<file path="src/hdl/usb_irq_ep_pkg.sv">
// constants and carrier types for the interrupt enable and endpoint index bank
// assumes a 100 MHz system clock and a 32-bit Avalon-MM register port
package usb_irq_ep_pkg;

   // ==========================================================
   // register offsets (byte addresses)
   localparam logic [7:0]  IRQ_ENABLE_OFFSET      = 8'h14;
   localparam logic [7:0]  ENDPOINT_SELECT_OFFSET = 8'h2c;
   localparam logic [7:0]  MODE_CONTROL_OFFSET    = 8'h30;
   localparam logic [7:0]  GATED_STATUS_OFFSET    = 8'h34;

   // ==========================================================
   // interrupt enable fields
   localparam int          IRQ_SOURCE_COUNT       = 26;
   localparam int          ENDPOINT_EN_LSB        = 12;
   localparam int          CONTROL_IN_BIT         = 11;
   localparam int          CONTROL_OUT_BIT        = 10;
   localparam int          RESERVED_IRQ_BIT       = 9;
   localparam int          SETUP_RECEIVED_BIT     = 8;
   localparam int          SUPPLY_SENSE_BIT       = 7;
   localparam int          DMA_REASON_BIT         = 6;
   localparam int          SPEED_CHANGE_BIT       = 5;
   localparam int          RESUME_BIT             = 4;
   localparam int          SUSPEND_BIT            = 3;
   localparam int          PSEUDO_FRAME_BIT       = 2;
   localparam int          FRAME_START_BIT        = 1;
   localparam int          BUS_RESET_BIT          = 0;
   localparam logic [31:0] IRQ_ENABLE_IMPL_MASK   = 32'h03ff_fdff;
   localparam logic [31:0] IRQ_ENABLE_RESET       = 32'h0000_0000;
   localparam logic [31:0] IRQ_ENABLE_BUS_RESET   = 32'h0000_0001;

   // ==========================================================
   // endpoint index fields
   localparam int          DIRECTION_BIT          = 0;
   localparam int          ENDPOINT_NUMBER_LSB    = 1;
   localparam int          ENDPOINT_NUMBER_WIDTH  = 4;
   localparam int          SETUP_SELECT_BIT       = 5;
   localparam logic [7:0]  ENDPOINT_SELECT_MASK   = 8'h3f;
   localparam logic [7:0]  ENDPOINT_SELECT_RESET  = 8'h20;

   // ==========================================================
   // mode control fields
   localparam int          GLOBAL_IRQ_BIT         = 0;
   localparam logic        GLOBAL_IRQ_RESET       = 1'b0;

   // ==========================================================
   // index-to-data-port settling times
   localparam int          CLK_PERIOD_NS          = 10;
   localparam int          READ_SETTLE_NS         = 190;
   localparam int          WRITE_SETTLE_NS        = 100;
   localparam int          READ_SETTLE_CYCLES     = (READ_SETTLE_NS + CLK_PERIOD_NS - 1) / CLK_PERIOD_NS;
   localparam int          WRITE_SETTLE_CYCLES    = (WRITE_SETTLE_NS + CLK_PERIOD_NS - 1) / CLK_PERIOD_NS;
   localparam int          SETTLE_COUNT_WIDTH     = 5;

   // ==========================================================
   // types
   typedef enum logic [2:0] {
      BUF_SETUP       = 3'b000,
      BUF_CONTROL_OUT = 3'b001,
      BUF_CONTROL_IN  = 3'b010,
      BUF_DATA_OUT    = 3'b011,
      BUF_DATA_IN     = 3'b100,
      BUF_INVALID     = 3'b101
   } buffer_sel_e;

   typedef struct packed {
      logic                             setup_buffer_select;
      logic [ENDPOINT_NUMBER_WIDTH-1:0] endpoint_number;
      logic                             direction;
   } endpoint_select_s;

   typedef struct packed {
      logic        read;
      logic        write;
      logic [7:0]  address;
      logic [31:0] writedata;
      logic [3:0]  byteenable;
   } avmm_req_s;

endpackage

</file>
<file path="src/hdl/buffer_decoder.sv">
// decodes the endpoint index into the buffer it addresses
// assumes a registered endpoint index from the same clock domain
`timescale 1ns/10ps
`default_nettype none

module buffer_decoder #(
   parameter int ENDPOINT_COUNT = 8
) (
   input  wire usb_irq_ep_pkg::endpoint_select_s i_index,
   output var  usb_irq_ep_pkg::buffer_sel_e      o_buffer
);

   // ==========================================================
   // elaboration check
   if (ENDPOINT_COUNT < 1 || ENDPOINT_COUNT > 16) begin : g_bad_count
      $error("endpoint count must lie in 1 to 16");
   end

   // ==========================================================
   // decode
   always_comb begin
      o_buffer = usb_irq_ep_pkg::BUF_INVALID;
      if (i_index.setup_buffer_select) begin
         // set-up buffer only exists as endpoint 0, out direction
         if (i_index.endpoint_number == 4'h0 && !i_index.direction) begin
            o_buffer = usb_irq_ep_pkg::BUF_SETUP;
         end
      end else if (i_index.endpoint_number == 4'h0) begin
         o_buffer = i_index.direction ? usb_irq_ep_pkg::BUF_CONTROL_IN
                                      : usb_irq_ep_pkg::BUF_CONTROL_OUT;
      end else if (32'(i_index.endpoint_number) < ENDPOINT_COUNT) begin
         o_buffer = i_index.direction ? usb_irq_ep_pkg::BUF_DATA_IN
                                      : usb_irq_ep_pkg::BUF_DATA_OUT;
      end
   end

endmodule // buffer_decoder

`default_nettype wire

</file>
<file path="src/hdl/usb_irq_enable_and_ep_index.sv">
// interrupt enable and endpoint index register bank behind an Avalon-MM slave
// assumes event, bus-reset and dma endpoint inputs come from logic on i_clk
//
// Overview of operation
// - bits 25..12 hold rx and tx enables for endpoints 1 to 7
// - bit 11 control in enable, bit 10 control out enable, bit 9 reserved
// - bit 8 enables the set-up received interrupt
// - bit 7 enables the supply sense interrupt
// - bit 6 enables the dma reason change interrupt
// - bit 5 enables the speed change interrupt
// - bit 4 enables resume, bit 3 enables suspend interrupts
// - bit 2 enables pseudo frame start, bit 1 real frame start
// - bit 0 enables the bus reset interrupt
// - enables reset to zero; bus reset clears all but forces bit 0
// - endpoint index picks the target of the indexed registers
// - endpoint number is a 4-bit field in index bits 4..1
// - index bit 0: 0 addresses the out buffer, 1 the in buffer
// - index bit 5 picks endpoint 0 set-up buffer; zero for others
// - set-up, control out and control in all use endpoint 0
// - index resets to set-up select one; bus reset keeps that bit only
// - a global enable bit gates every interrupt source
//
// The Avalon-MM interface to the registers was decided locally.
`timescale 1ns/10ps
`default_nettype none

module usb_irq_enable_and_ep_index #(
   parameter int ENDPOINT_COUNT = 8
) (
   input  wire logic                                      i_clk,
   input  wire logic                                      i_rst_n,
   input  wire usb_irq_ep_pkg::avmm_req_s                 i_avmm,
   input  wire logic                                      i_usb_bus_reset,
   input  wire logic [usb_irq_ep_pkg::IRQ_SOURCE_COUNT-1:0] i_irq_events,
   input  wire logic [3:0]                                i_dma_endpoint_number,
   output logic [31:0]                                    o_avmm_readdata,
   output logic                                           o_avmm_waitrequest,
   output logic [31:0]                                    o_irq_enable,
   output logic                                           o_global_irq_enable,
   output logic [usb_irq_ep_pkg::IRQ_SOURCE_COUNT-1:0]    o_gated_events,
   output usb_irq_ep_pkg::endpoint_select_s               o_endpoint_select,
   output usb_irq_ep_pkg::buffer_sel_e                    o_buffer_select,
   output logic                                           o_data_read_settled,
   output logic                                           o_data_write_settled,
   output logic                                           o_dma_index_clash
);

   localparam int SW = usb_irq_ep_pkg::SETTLE_COUNT_WIDTH;
   localparam int NS = usb_irq_ep_pkg::IRQ_SOURCE_COUNT;

   // ==========================================================
   // elaboration checks
   if (usb_irq_ep_pkg::READ_SETTLE_CYCLES >= (1 << SW) ||
       usb_irq_ep_pkg::WRITE_SETTLE_CYCLES >= (1 << SW)) begin : g_bad_settle
      $error("settle counter too narrow for the settle times");
   end
   if (ENDPOINT_COUNT != 8) begin : g_bad_endpoints
      $error("enable layout serves exactly eight endpoints");
   end

   // ==========================================================
   // state
   typedef enum logic [0:0] {
      BUS_IDLE   = 1'b0,
      BUS_ANSWER = 1'b1
   } bus_state_e;

   typedef struct packed {
      bus_state_e                       bus;
      logic                             waitrequest;
      logic [31:0]                      readdata;
      logic [31:0]                      irq_enable;
      logic                             global_irq;
      usb_irq_ep_pkg::endpoint_select_s index;
      usb_irq_ep_pkg::buffer_sel_e      buffer;
      logic [NS-1:0]                    gated;
      logic [SW-1:0]                    read_settle;
      logic [SW-1:0]                    write_settle;
      logic                             read_settled;
      logic                             write_settled;
      logic                             clash;
   } state_s;

   localparam state_s STATE_RESET = '{
      bus:           BUS_IDLE,
      waitrequest:   1'b1,
      readdata:      32'h0000_0000,
      irq_enable:    usb_irq_ep_pkg::IRQ_ENABLE_RESET,
      global_irq:    usb_irq_ep_pkg::GLOBAL_IRQ_RESET,
      index:         usb_irq_ep_pkg::endpoint_select_s'(usb_irq_ep_pkg::ENDPOINT_SELECT_RESET[5:0]),
      buffer:        usb_irq_ep_pkg::BUF_SETUP,
      gated:         '0,
      read_settle:   '0,
      write_settle:  '0,
      read_settled:  1'b1,
      write_settled: 1'b1,
      clash:         1'b0
   };

   state_s                      state_reg;
   state_s                      state_next;
   usb_irq_ep_pkg::buffer_sel_e decoded_buffer;
   logic [31:0]                 read_value;
   logic [31:0]                 merged_word;
   logic                        index_written;

   // ==========================================================
   // buffer decode of the held index
   buffer_decoder #(
      .ENDPOINT_COUNT (ENDPOINT_COUNT)
   ) u_buffer_decoder (
      .i_index  (state_reg.index),
      .o_buffer (decoded_buffer)
   );

   // ==========================================================
   // read mux; unmapped offsets read zero
   always_comb begin
      read_value = 32'h0000_0000;
      unique case (i_avmm.address)
         usb_irq_ep_pkg::IRQ_ENABLE_OFFSET: begin
            read_value = state_reg.irq_enable & usb_irq_ep_pkg::IRQ_ENABLE_IMPL_MASK;
         end
         usb_irq_ep_pkg::ENDPOINT_SELECT_OFFSET: begin
            read_value = {26'h0, state_reg.index};
         end
         usb_irq_ep_pkg::MODE_CONTROL_OFFSET: begin
            read_value[usb_irq_ep_pkg::GLOBAL_IRQ_BIT] = state_reg.global_irq;
         end
         usb_irq_ep_pkg::GATED_STATUS_OFFSET: begin
            read_value = {6'h0, state_reg.gated};
         end
         default: begin
            read_value = 32'h0000_0000;
         end
      endcase
   end

   // ==========================================================
   // byte-lane merge of write data over the current enable word
   always_comb begin
      merged_word = state_reg.irq_enable;
      for (int b = 0; b < 4; b++) begin
         if (i_avmm.byteenable[b]) begin
            merged_word[b*8 +: 8] = i_avmm.writedata[b*8 +: 8];
         end
      end
   end

   // ==========================================================
   // next state
   always_comb begin
      state_next    = state_reg;
      index_written = 1'b0;

      // two-cycle answer: waitrequest drops one cycle after the request
      unique case (state_reg.bus)
         BUS_IDLE: begin
            if (i_avmm.read || i_avmm.write) begin
               state_next.bus         = BUS_ANSWER;
               state_next.waitrequest = 1'b0;
               state_next.readdata    = i_avmm.read ? read_value : 32'h0000_0000;
            end
         end
         BUS_ANSWER: begin
            state_next.bus         = BUS_IDLE;
            state_next.waitrequest = 1'b1;
            // write takes effect at the edge where waitrequest is seen low
            if (i_avmm.write) begin
               unique case (i_avmm.address)
                  usb_irq_ep_pkg::IRQ_ENABLE_OFFSET: begin
                     // bit 9 and 31..26 never store
                     state_next.irq_enable = merged_word & usb_irq_ep_pkg::IRQ_ENABLE_IMPL_MASK;
                  end
                  usb_irq_ep_pkg::ENDPOINT_SELECT_OFFSET: begin
                     if (i_avmm.byteenable[0]) begin
                        state_next.index = usb_irq_ep_pkg::endpoint_select_s'(
                           i_avmm.writedata[5:0] & usb_irq_ep_pkg::ENDPOINT_SELECT_MASK[5:0]);
                        index_written    = 1'b1;
                     end
                  end
                  usb_irq_ep_pkg::MODE_CONTROL_OFFSET: begin
                     if (i_avmm.byteenable[0]) begin
                        state_next.global_irq = i_avmm.writedata[usb_irq_ep_pkg::GLOBAL_IRQ_BIT];
                     end
                  end
                  default: begin
                     state_next.global_irq = state_reg.global_irq;
                  end
               endcase
            end
         end
      endcase

      // usb bus reset wins over a software write in the same cycle
      if (i_usb_bus_reset) begin
         state_next.irq_enable                = usb_irq_ep_pkg::IRQ_ENABLE_BUS_RESET;
         state_next.index.endpoint_number     = '0;
         state_next.index.direction           = 1'b0;
         index_written                        = 1'b1;
      end

      // settle timers: index change restarts the data-port wait
      if (index_written) begin
         state_next.read_settle   = SW'(usb_irq_ep_pkg::READ_SETTLE_CYCLES);
         state_next.write_settle  = SW'(usb_irq_ep_pkg::WRITE_SETTLE_CYCLES);
         state_next.read_settled  = 1'b0;
         state_next.write_settled = 1'b0;
      end else begin
         if (state_reg.read_settle != '0) begin
            state_next.read_settle = state_reg.read_settle - SW'(1);
         end
         if (state_reg.write_settle != '0) begin
            state_next.write_settle = state_reg.write_settle - SW'(1);
         end
         state_next.read_settled  = (state_reg.read_settle <= SW'(1));
         state_next.write_settled = (state_reg.write_settle <= SW'(1));
      end

      // indexed registers follow this decode
      state_next.buffer = decoded_buffer;

      // each source passes its own enable and the global enable
      state_next.gated = i_irq_events & state_reg.irq_enable[NS-1:0]
                       & {NS{state_reg.global_irq}};
      state_next.gated[usb_irq_ep_pkg::RESERVED_IRQ_BIT] = 1'b0;

      // flag a shared endpoint number with the dma channel
      state_next.clash = (state_reg.index.endpoint_number == i_dma_endpoint_number);
   end

   // ==========================================================
   // state register
   always_ff @(posedge i_clk) begin
      if (!i_rst_n) begin
         state_reg <= STATE_RESET;
      end else begin
         state_reg <= state_next;
      end
   end

   // ==========================================================
   // outputs straight from the state register
   assign o_avmm_readdata      = state_reg.readdata;
   assign o_avmm_waitrequest   = state_reg.waitrequest;
   assign o_irq_enable         = state_reg.irq_enable;
   assign o_global_irq_enable  = state_reg.global_irq;
   assign o_gated_events       = state_reg.gated;
   assign o_endpoint_select    = state_reg.index;
   assign o_buffer_select      = state_reg.buffer;
   assign o_data_read_settled  = state_reg.read_settled;
   assign o_data_write_settled = state_reg.write_settled;
   assign o_dma_index_clash    = state_reg.clash;

endmodule // usb_irq_enable_and_ep_index

`default_nettype wire

</file>
<file path="config.mk">
export PLATFORM = sky130hd
export DESIGN_NAME = usb_irq_enable_and_ep_index
export DESIGN_NICKNAME = d
export VERILOG_FILES = /design/src/hdl/usb_irq_ep_pkg.sv /design/src/hdl/buffer_decoder.sv /design/src/hdl/usb_irq_enable_and_ep_index.sv
export SDC_FILE = /design/constraint.sdc
export NUM_CORES = 1
export LEC_CHECK = 0
export BUFFER_PORTS_ARGS = -buffer_cell sky130_fd_sc_hd__buf_2
export CAP_MARGIN = 10
export CORE_MARGIN = 2
export CORE_UTILIZATION = 25
export CTS_CLUSTER_DIAMETER = 30
export DETAILED_ROUTE_END_ITERATION = 8
export MAX_ROUTING_LAYER = met4
export PLACE_DENSITY = 0.44
export SYNTH_ARGS = -nofsm -noshare
export SYNTH_HDL_FRONTEND = slang
export SYNTH_SLANG_ARGS = --single-unit
export TNS_END_PERCENT = 30
</file>
<file path="constraint.sdc">
create_clock -name i_clk -period 1.8 [get_ports i_clk]
set_clock_uncertainty 0.2 [all_clocks]
set_input_delay 0.18 -clock i_clk [delete_from_list [all_inputs] [get_ports i_clk]]
set_output_delay 0.18 -clock i_clk [all_outputs]
set_load 0.05 [all_outputs]
</file>
Word-level counts from Yosys, hierarchy flattened
Cells that the tools add are included.
{"block": "classes", "addsub": 2, "n_lt_le_gt_ge": 3, "eq_ne": 6, "mux": 28, "n_bitwise": 4, "reduce_logical": 22}
{"cell": "$pmux W25 S3", "count": 1}
{"cell": "$and A26 B26 Y26", "count": 2}
{"cell": "$mux W34", "count": 1}
{"cell": "$mux W32", "count": 1}
{"cell": "$reduce_and A4 Y1", "count": 7}
{"cell": "$eq A8 B6 Y1 const B", "count": 3}
{"cell": "$mux W8", "count": 2}
{"cell": "$mux W3", "count": 5}
{"cell": "$mux W12", "count": 1}
{"cell": "$mux W6", "count": 2}
{"cell": "$reduce_bool A2 Y1", "count": 6}
{"cell": "$le A5 B1 Y1 const B", "count": 2}
{"cell": "$mux W1", "count": 10}
{"cell": "$mux W5", "count": 2}
{"cell": "$reduce_bool A5 Y1", "count": 2}
{"cell": "$sub A5 B1 Y5 const B", "count": 2}
{"cell": "$eq A8 B5 Y1 const B", "count": 1}
{"cell": "$eq A4 B4 Y1", "count": 1}
{"cell": "$logic_not A4 Y1", "count": 1}
{"cell": "$lt A4 B4 Y1 const B", "count": 1}
{"cell": "$pmux W1 S4", "count": 1}
{"cell": "$pmux W2 S2", "count": 1}
{"cell": "$reduce_or A2 Y1", "count": 2}
{"cell": "$mux W2", "count": 1}
{"cell": "6 further kinds", "count": 7}
{"block": "word_totals", "reg_bits": 108, "output_inout_bits": 104}

Logic depth before layout (Yosys ltp)
{"block": "depth", "depth_word": 6, "depth_mapped": 6}

Hierarchy
From an unflattened synthesis, not the netlist that was laid out.
{"block": "hier_totals", "cells_unflattened": 485, "hier_area_um2": 4672.0}
{"mod": "usb_irq_enable_and_ep_index", "n_inst": 1, "cells_each": 477, "area_per_inst_um2": 4608.2, "seq_area_each_um2": 2001.9}
{"mod": "buffer_decoder", "n_inst": 1, "cells_each": 8, "area_per_inst_um2": 63.8, "seq_area_each_um2": 0.0}

Worst setup path before layout
Ideal clock, no wire load.
{"block": "synth_timing", "path_type": "input to register", "from": "input port i_avmm[37] (netlist bit)", "to": "register state_reg, in the netlist o_irq_enable[0]", "setup_ns": 0.135, "arrival_time_ns": 1.410, "setup_slack_ns": 0.055, "cell_stages": 4, "path_cell_list": "nor4_4 > nand4_2 > a211oi_1 > a211oi_1"}
{"block": "synth_between", "elab_chain_len": 3}
{"element": "start: declaration", "line": "usb_irq_enable_and_ep_index.sv:32", "source": "input wire usb_irq_ep_pkg::avmm_req_s i_avmm,"}
{"element": "$eq A8 B5 Y1", "line": "usb_irq_enable_and_ep_index.sv:170", "source": "unique case (i_avmm.address)"}
{"element": "$reduce_bool A2 Y1 (no line)"}
{"element": "$reduce_and A4 Y1 (no line)"}
{"element": "end signal: assignment", "line": "usb_irq_enable_and_ep_index.sv:238", "source": "state_reg <= state_next;"}
{"element": "end: declaration", "line": "usb_irq_enable_and_ep_index.sv:100", "source": "state_s state_reg;"}
No other way between the ends.
A chain may end at the register's enable or synchronous reset.

Worst setup path after layout
{"block": "layout_timing", "from": "register state_reg[8] (netlist bit)", "to": "register state_reg[9] (netlist bit)"}
{"block": "layout_between", "elab_chain_len": 3, "word_cells_on_any_way": 5}
{"element": "$sub A5 B1 Y5", "line": "usb_irq_enable_and_ep_index.sv:211", "source": "state_next.read_settle = state_reg.read_settle - SW'(1);"}
{"element": "$mux W5", "line": "usb_irq_enable_and_ep_index.sv:210", "source": "if (state_reg.read_settle != '0) begin"}
{"element": "$mux W12", "line": "usb_irq_enable_and_ep_index.sv:204", "source": "if (index_written) begin"}
Parallel ways exist; a longest one is shown, timed or not. The select of a mux whose other input is x is not followed.

==> impl_metrics.tcl <==
set metrics [dict create \
    cts_setup_buffers 0 \
    yosysSeqAreaShare 0.431 \
    syn_to_final_growth_pct 30.1 \
    path_clk_slew_ns 0.07 \
    r2r_slack_ns 0.13 \
    nFillCells 1857 \
    critPathMaxFanout 4 \
    rows 49 \
    status "complete, no violations" \
    avgSynthCellArea_um2 9.68 \
    finalHoldViolCount 0 \
    drt_wl_total_mm 12.9 \
    clockRootBuffer "clkbuf_16" \
    hpwlAfterDp_mm 9.41 \
    cpPeakStageDelay_ns 0.36 \
    finalCriticalPeriod_ns 1.67 \
    powerDensity_mw_per_mm2 806 \
    synth_common_cells "dfxtp_1 (100), buf_4 (99), mux2i_1 (57), nor2_1 (43)" \
    finalCritPeriodShare 0.928 \
    cpMaxStageDelayCell "mux2_2" \
    start_util 0.257 \
    min_path_type "primary input to register" \
    grt_pass1_wl_mm 20.0 \
    tns_ns 0 \
    ys_top_cells_by_area "dfxtp_1 (43%), buf_4 (16%), mux2i_1 (12%)" \
    post_drt_wl_per_cell_um 15.0 \
    synth.most_common_cell "dfxtp_1" \
    io_pins 183 \
    seqCellArea_mm2 0.00200 \
    setup_viol 0 \
    async_flop_share 0 \
    yosysTopAreaCell "dfxtp_1" \
    nets 710 \
    place_area_mm2 0.00516 \
    drive_above_1_share 0.330 \
    grt.total_usage 0.135 \
    endpoint "state_reg[9]" \
    synth.distinct_cells 48 \
    netlist.area_leader.share 0.431 \
    syn_inst 480 \
    power_leakage_nw 3.09 \
    clk_latency_ns 0.35 \
    max_freq_mhz 599 \
    setup_ws_ns 0.129 \
    rsz0062_at_grt "no" \
    reg2reg_to "state_reg[9]" \
    grt_pass1_vias 3642 \
    ys_warn_count 0 \
    gp_congestion 0.763 \
    die_x_um 140 \
    post-route-cell-area_mm2 0.00605 \
    slew_violations 0 \
    r2r-start "state_reg[8]" \
    crit_path_end_kind "register" \
    drv_cap 0 \
    timing.critical_path.from "state_reg[8]" \
    antenna_cells 0 \
    port_buffers 159 \
    die_area_mm2 0.0197 \
    crit_chain "inv_1 > ha_1 > nand2b_1 > nor3_2 > mux2_2 > a21oi_1" \
    drcViolationCount 0 \
    ant_nets 0 \
    cts_tree "done" \
    die_y_um 140 \
    cts_buffers 9 \
    place_worst_setup_slack_ns -0.0398 \
    crit_arrival_ns 1.74 \
    antenna_found_initial 0 \
    critPathLaunchType "register" \
    synthFlopType "dfxtp_1" \
    power.total_mw 4.87 \
    yosys_register_bits 100 \
    first_iter_violations 133 \
    fp.coreArea_mm2 0.0181 \
    ir_drop_uv 393 \
    synth_edf_count 0 \
    final_util 0.334 \
    synthesis.area_mm2 0.00465 \
    clock_path_buffers 2 \
    dr.pass1.iters 4 \
    multiInputGateArea_mm2 0.00186 \
    grt_max_degree 30 \
    cts.sinks 100 \
    grt_overflow 0 \
    htreeDepth 3 \
    crit_type "register to register" \
    vias 3670 \
    reg2reg_depth 6 \
    vias_per_cell 4.27 \
    crit_required_ns 1.87 \
]
-- what timing repair did --
action / 4_1_cts / 5_1_grt
gates resized for setup: 0 / 1
hold buffers: 57 / 0
setup endpoints to repair: 0 / 1
hold endpoints to repair: 63 / 0
-- cell usage in the layout (no fill, tap or decap), types with 4 or more instances in the layout --
cell           instances
a21oi_1                9
nor2_1                43
o21ai_0               23
o2bb2ai_1              5
clkbuf_16              9
a22oi_1                5
nor3_1                 8
xnor2_1                7
mux2i_1               57
ha_1                   5
conb_1                15
inv_1                  6
and3_1                26
buf_2                159
nand2b_1               6
dlygate4sd3_1         57
dfxtp_1              100
buf_12                 4
nand2_1               26
buf_4                 15
-- logic make-up after synthesis --
group	count (synthesis)	synth area share
AND/OR/NAND/NOR	132	0.158
buffers and inverters	121	0.180
flip-flops	100	0.431
multiplexers	59	0.128
AO/OA/AOI/OAI	54	0.0743
XOR/XNOR	8	0.0151
adder cells (fa/ha/maj)	5	0.0135
other	1	0.000807
-- per-layer routing --
metal / up-vias / global-route usage / part of all wire
met5: - / - / 0
met4: 0 / 0.0516 / 0.017
met3: 12 / 0.0263 / 0.050
met2: 106 / 0.230 / 0.50
met1: 1727 / 0.159 / 0.43
li1: 1825 / - / -
-- worst max-delay path, delay by kind of cell, from the launching register on --
family,cells,cell delay [ns]
buffers and inverters,1,0.10
adders and majority gates,1,0.19
DFF,1,0.34
AOI/OAI and AO/OA,1,0.14
and+or+nand+nor,2,0.27
muxes,1,0.36
-- worst min-delay path by stage --
| stage | to | cells past startpoint | slack, ns | startpoint |
|---|---|---|---|---|
| global route | o_irq_enable[0] | 3 | 0.1 | i_avmm[44] |
| finish | o_irq_enable[0] | 3 | 0.05 | i_avmm[44] |
| global placement | o_irq_enable[12] | 3 | 0.21 | i_avmm[16] |
| floorplan | o_endpoint_select[5] | 2 | 0.11 | i_avmm[9] |
| CTS | o_irq_enable[0] | 3 | 0.05 | i_avmm[44] |
| detailed placement | o_gated_events[1] | 2 | 0.21 | i_irq_events[1] |
-- where the power goes --
group | internal (mW) | switching (mW) | total, mW
logic | 0.261 | 0.310 | 0.570
clock network | 1.10 | 0.928 | 2.03
registers | 2.24 | 0.0259 | 2.27
total | 3.61 | 1.26 | 4.87
-- cell type report --
type | instances | area share
Multi-Input combinational cell | 273 | 0.308
Clock buffer | 9 | 0.0373
Sequential cell | 100 | 0.331
Timing Repair Buffer | 235 | 0.258
Inverter | 7 | 0.00435
Clock inverter | 7 | 0.0137
Tap cell | 229 | 0.0474
-- stage by stage --
step | hold slack [ns] | std cells
6_report | 0.0531 | 860
4_1_cts | 0.0454 | 860
3_3_place_gp | 0.209 | 787
5_1_grt | 0.0960 | 860
2_1_floorplan | 0.105 | 494
3_5_place_dp | 0.215 | 787
Power figures use the tool's default switching activity.
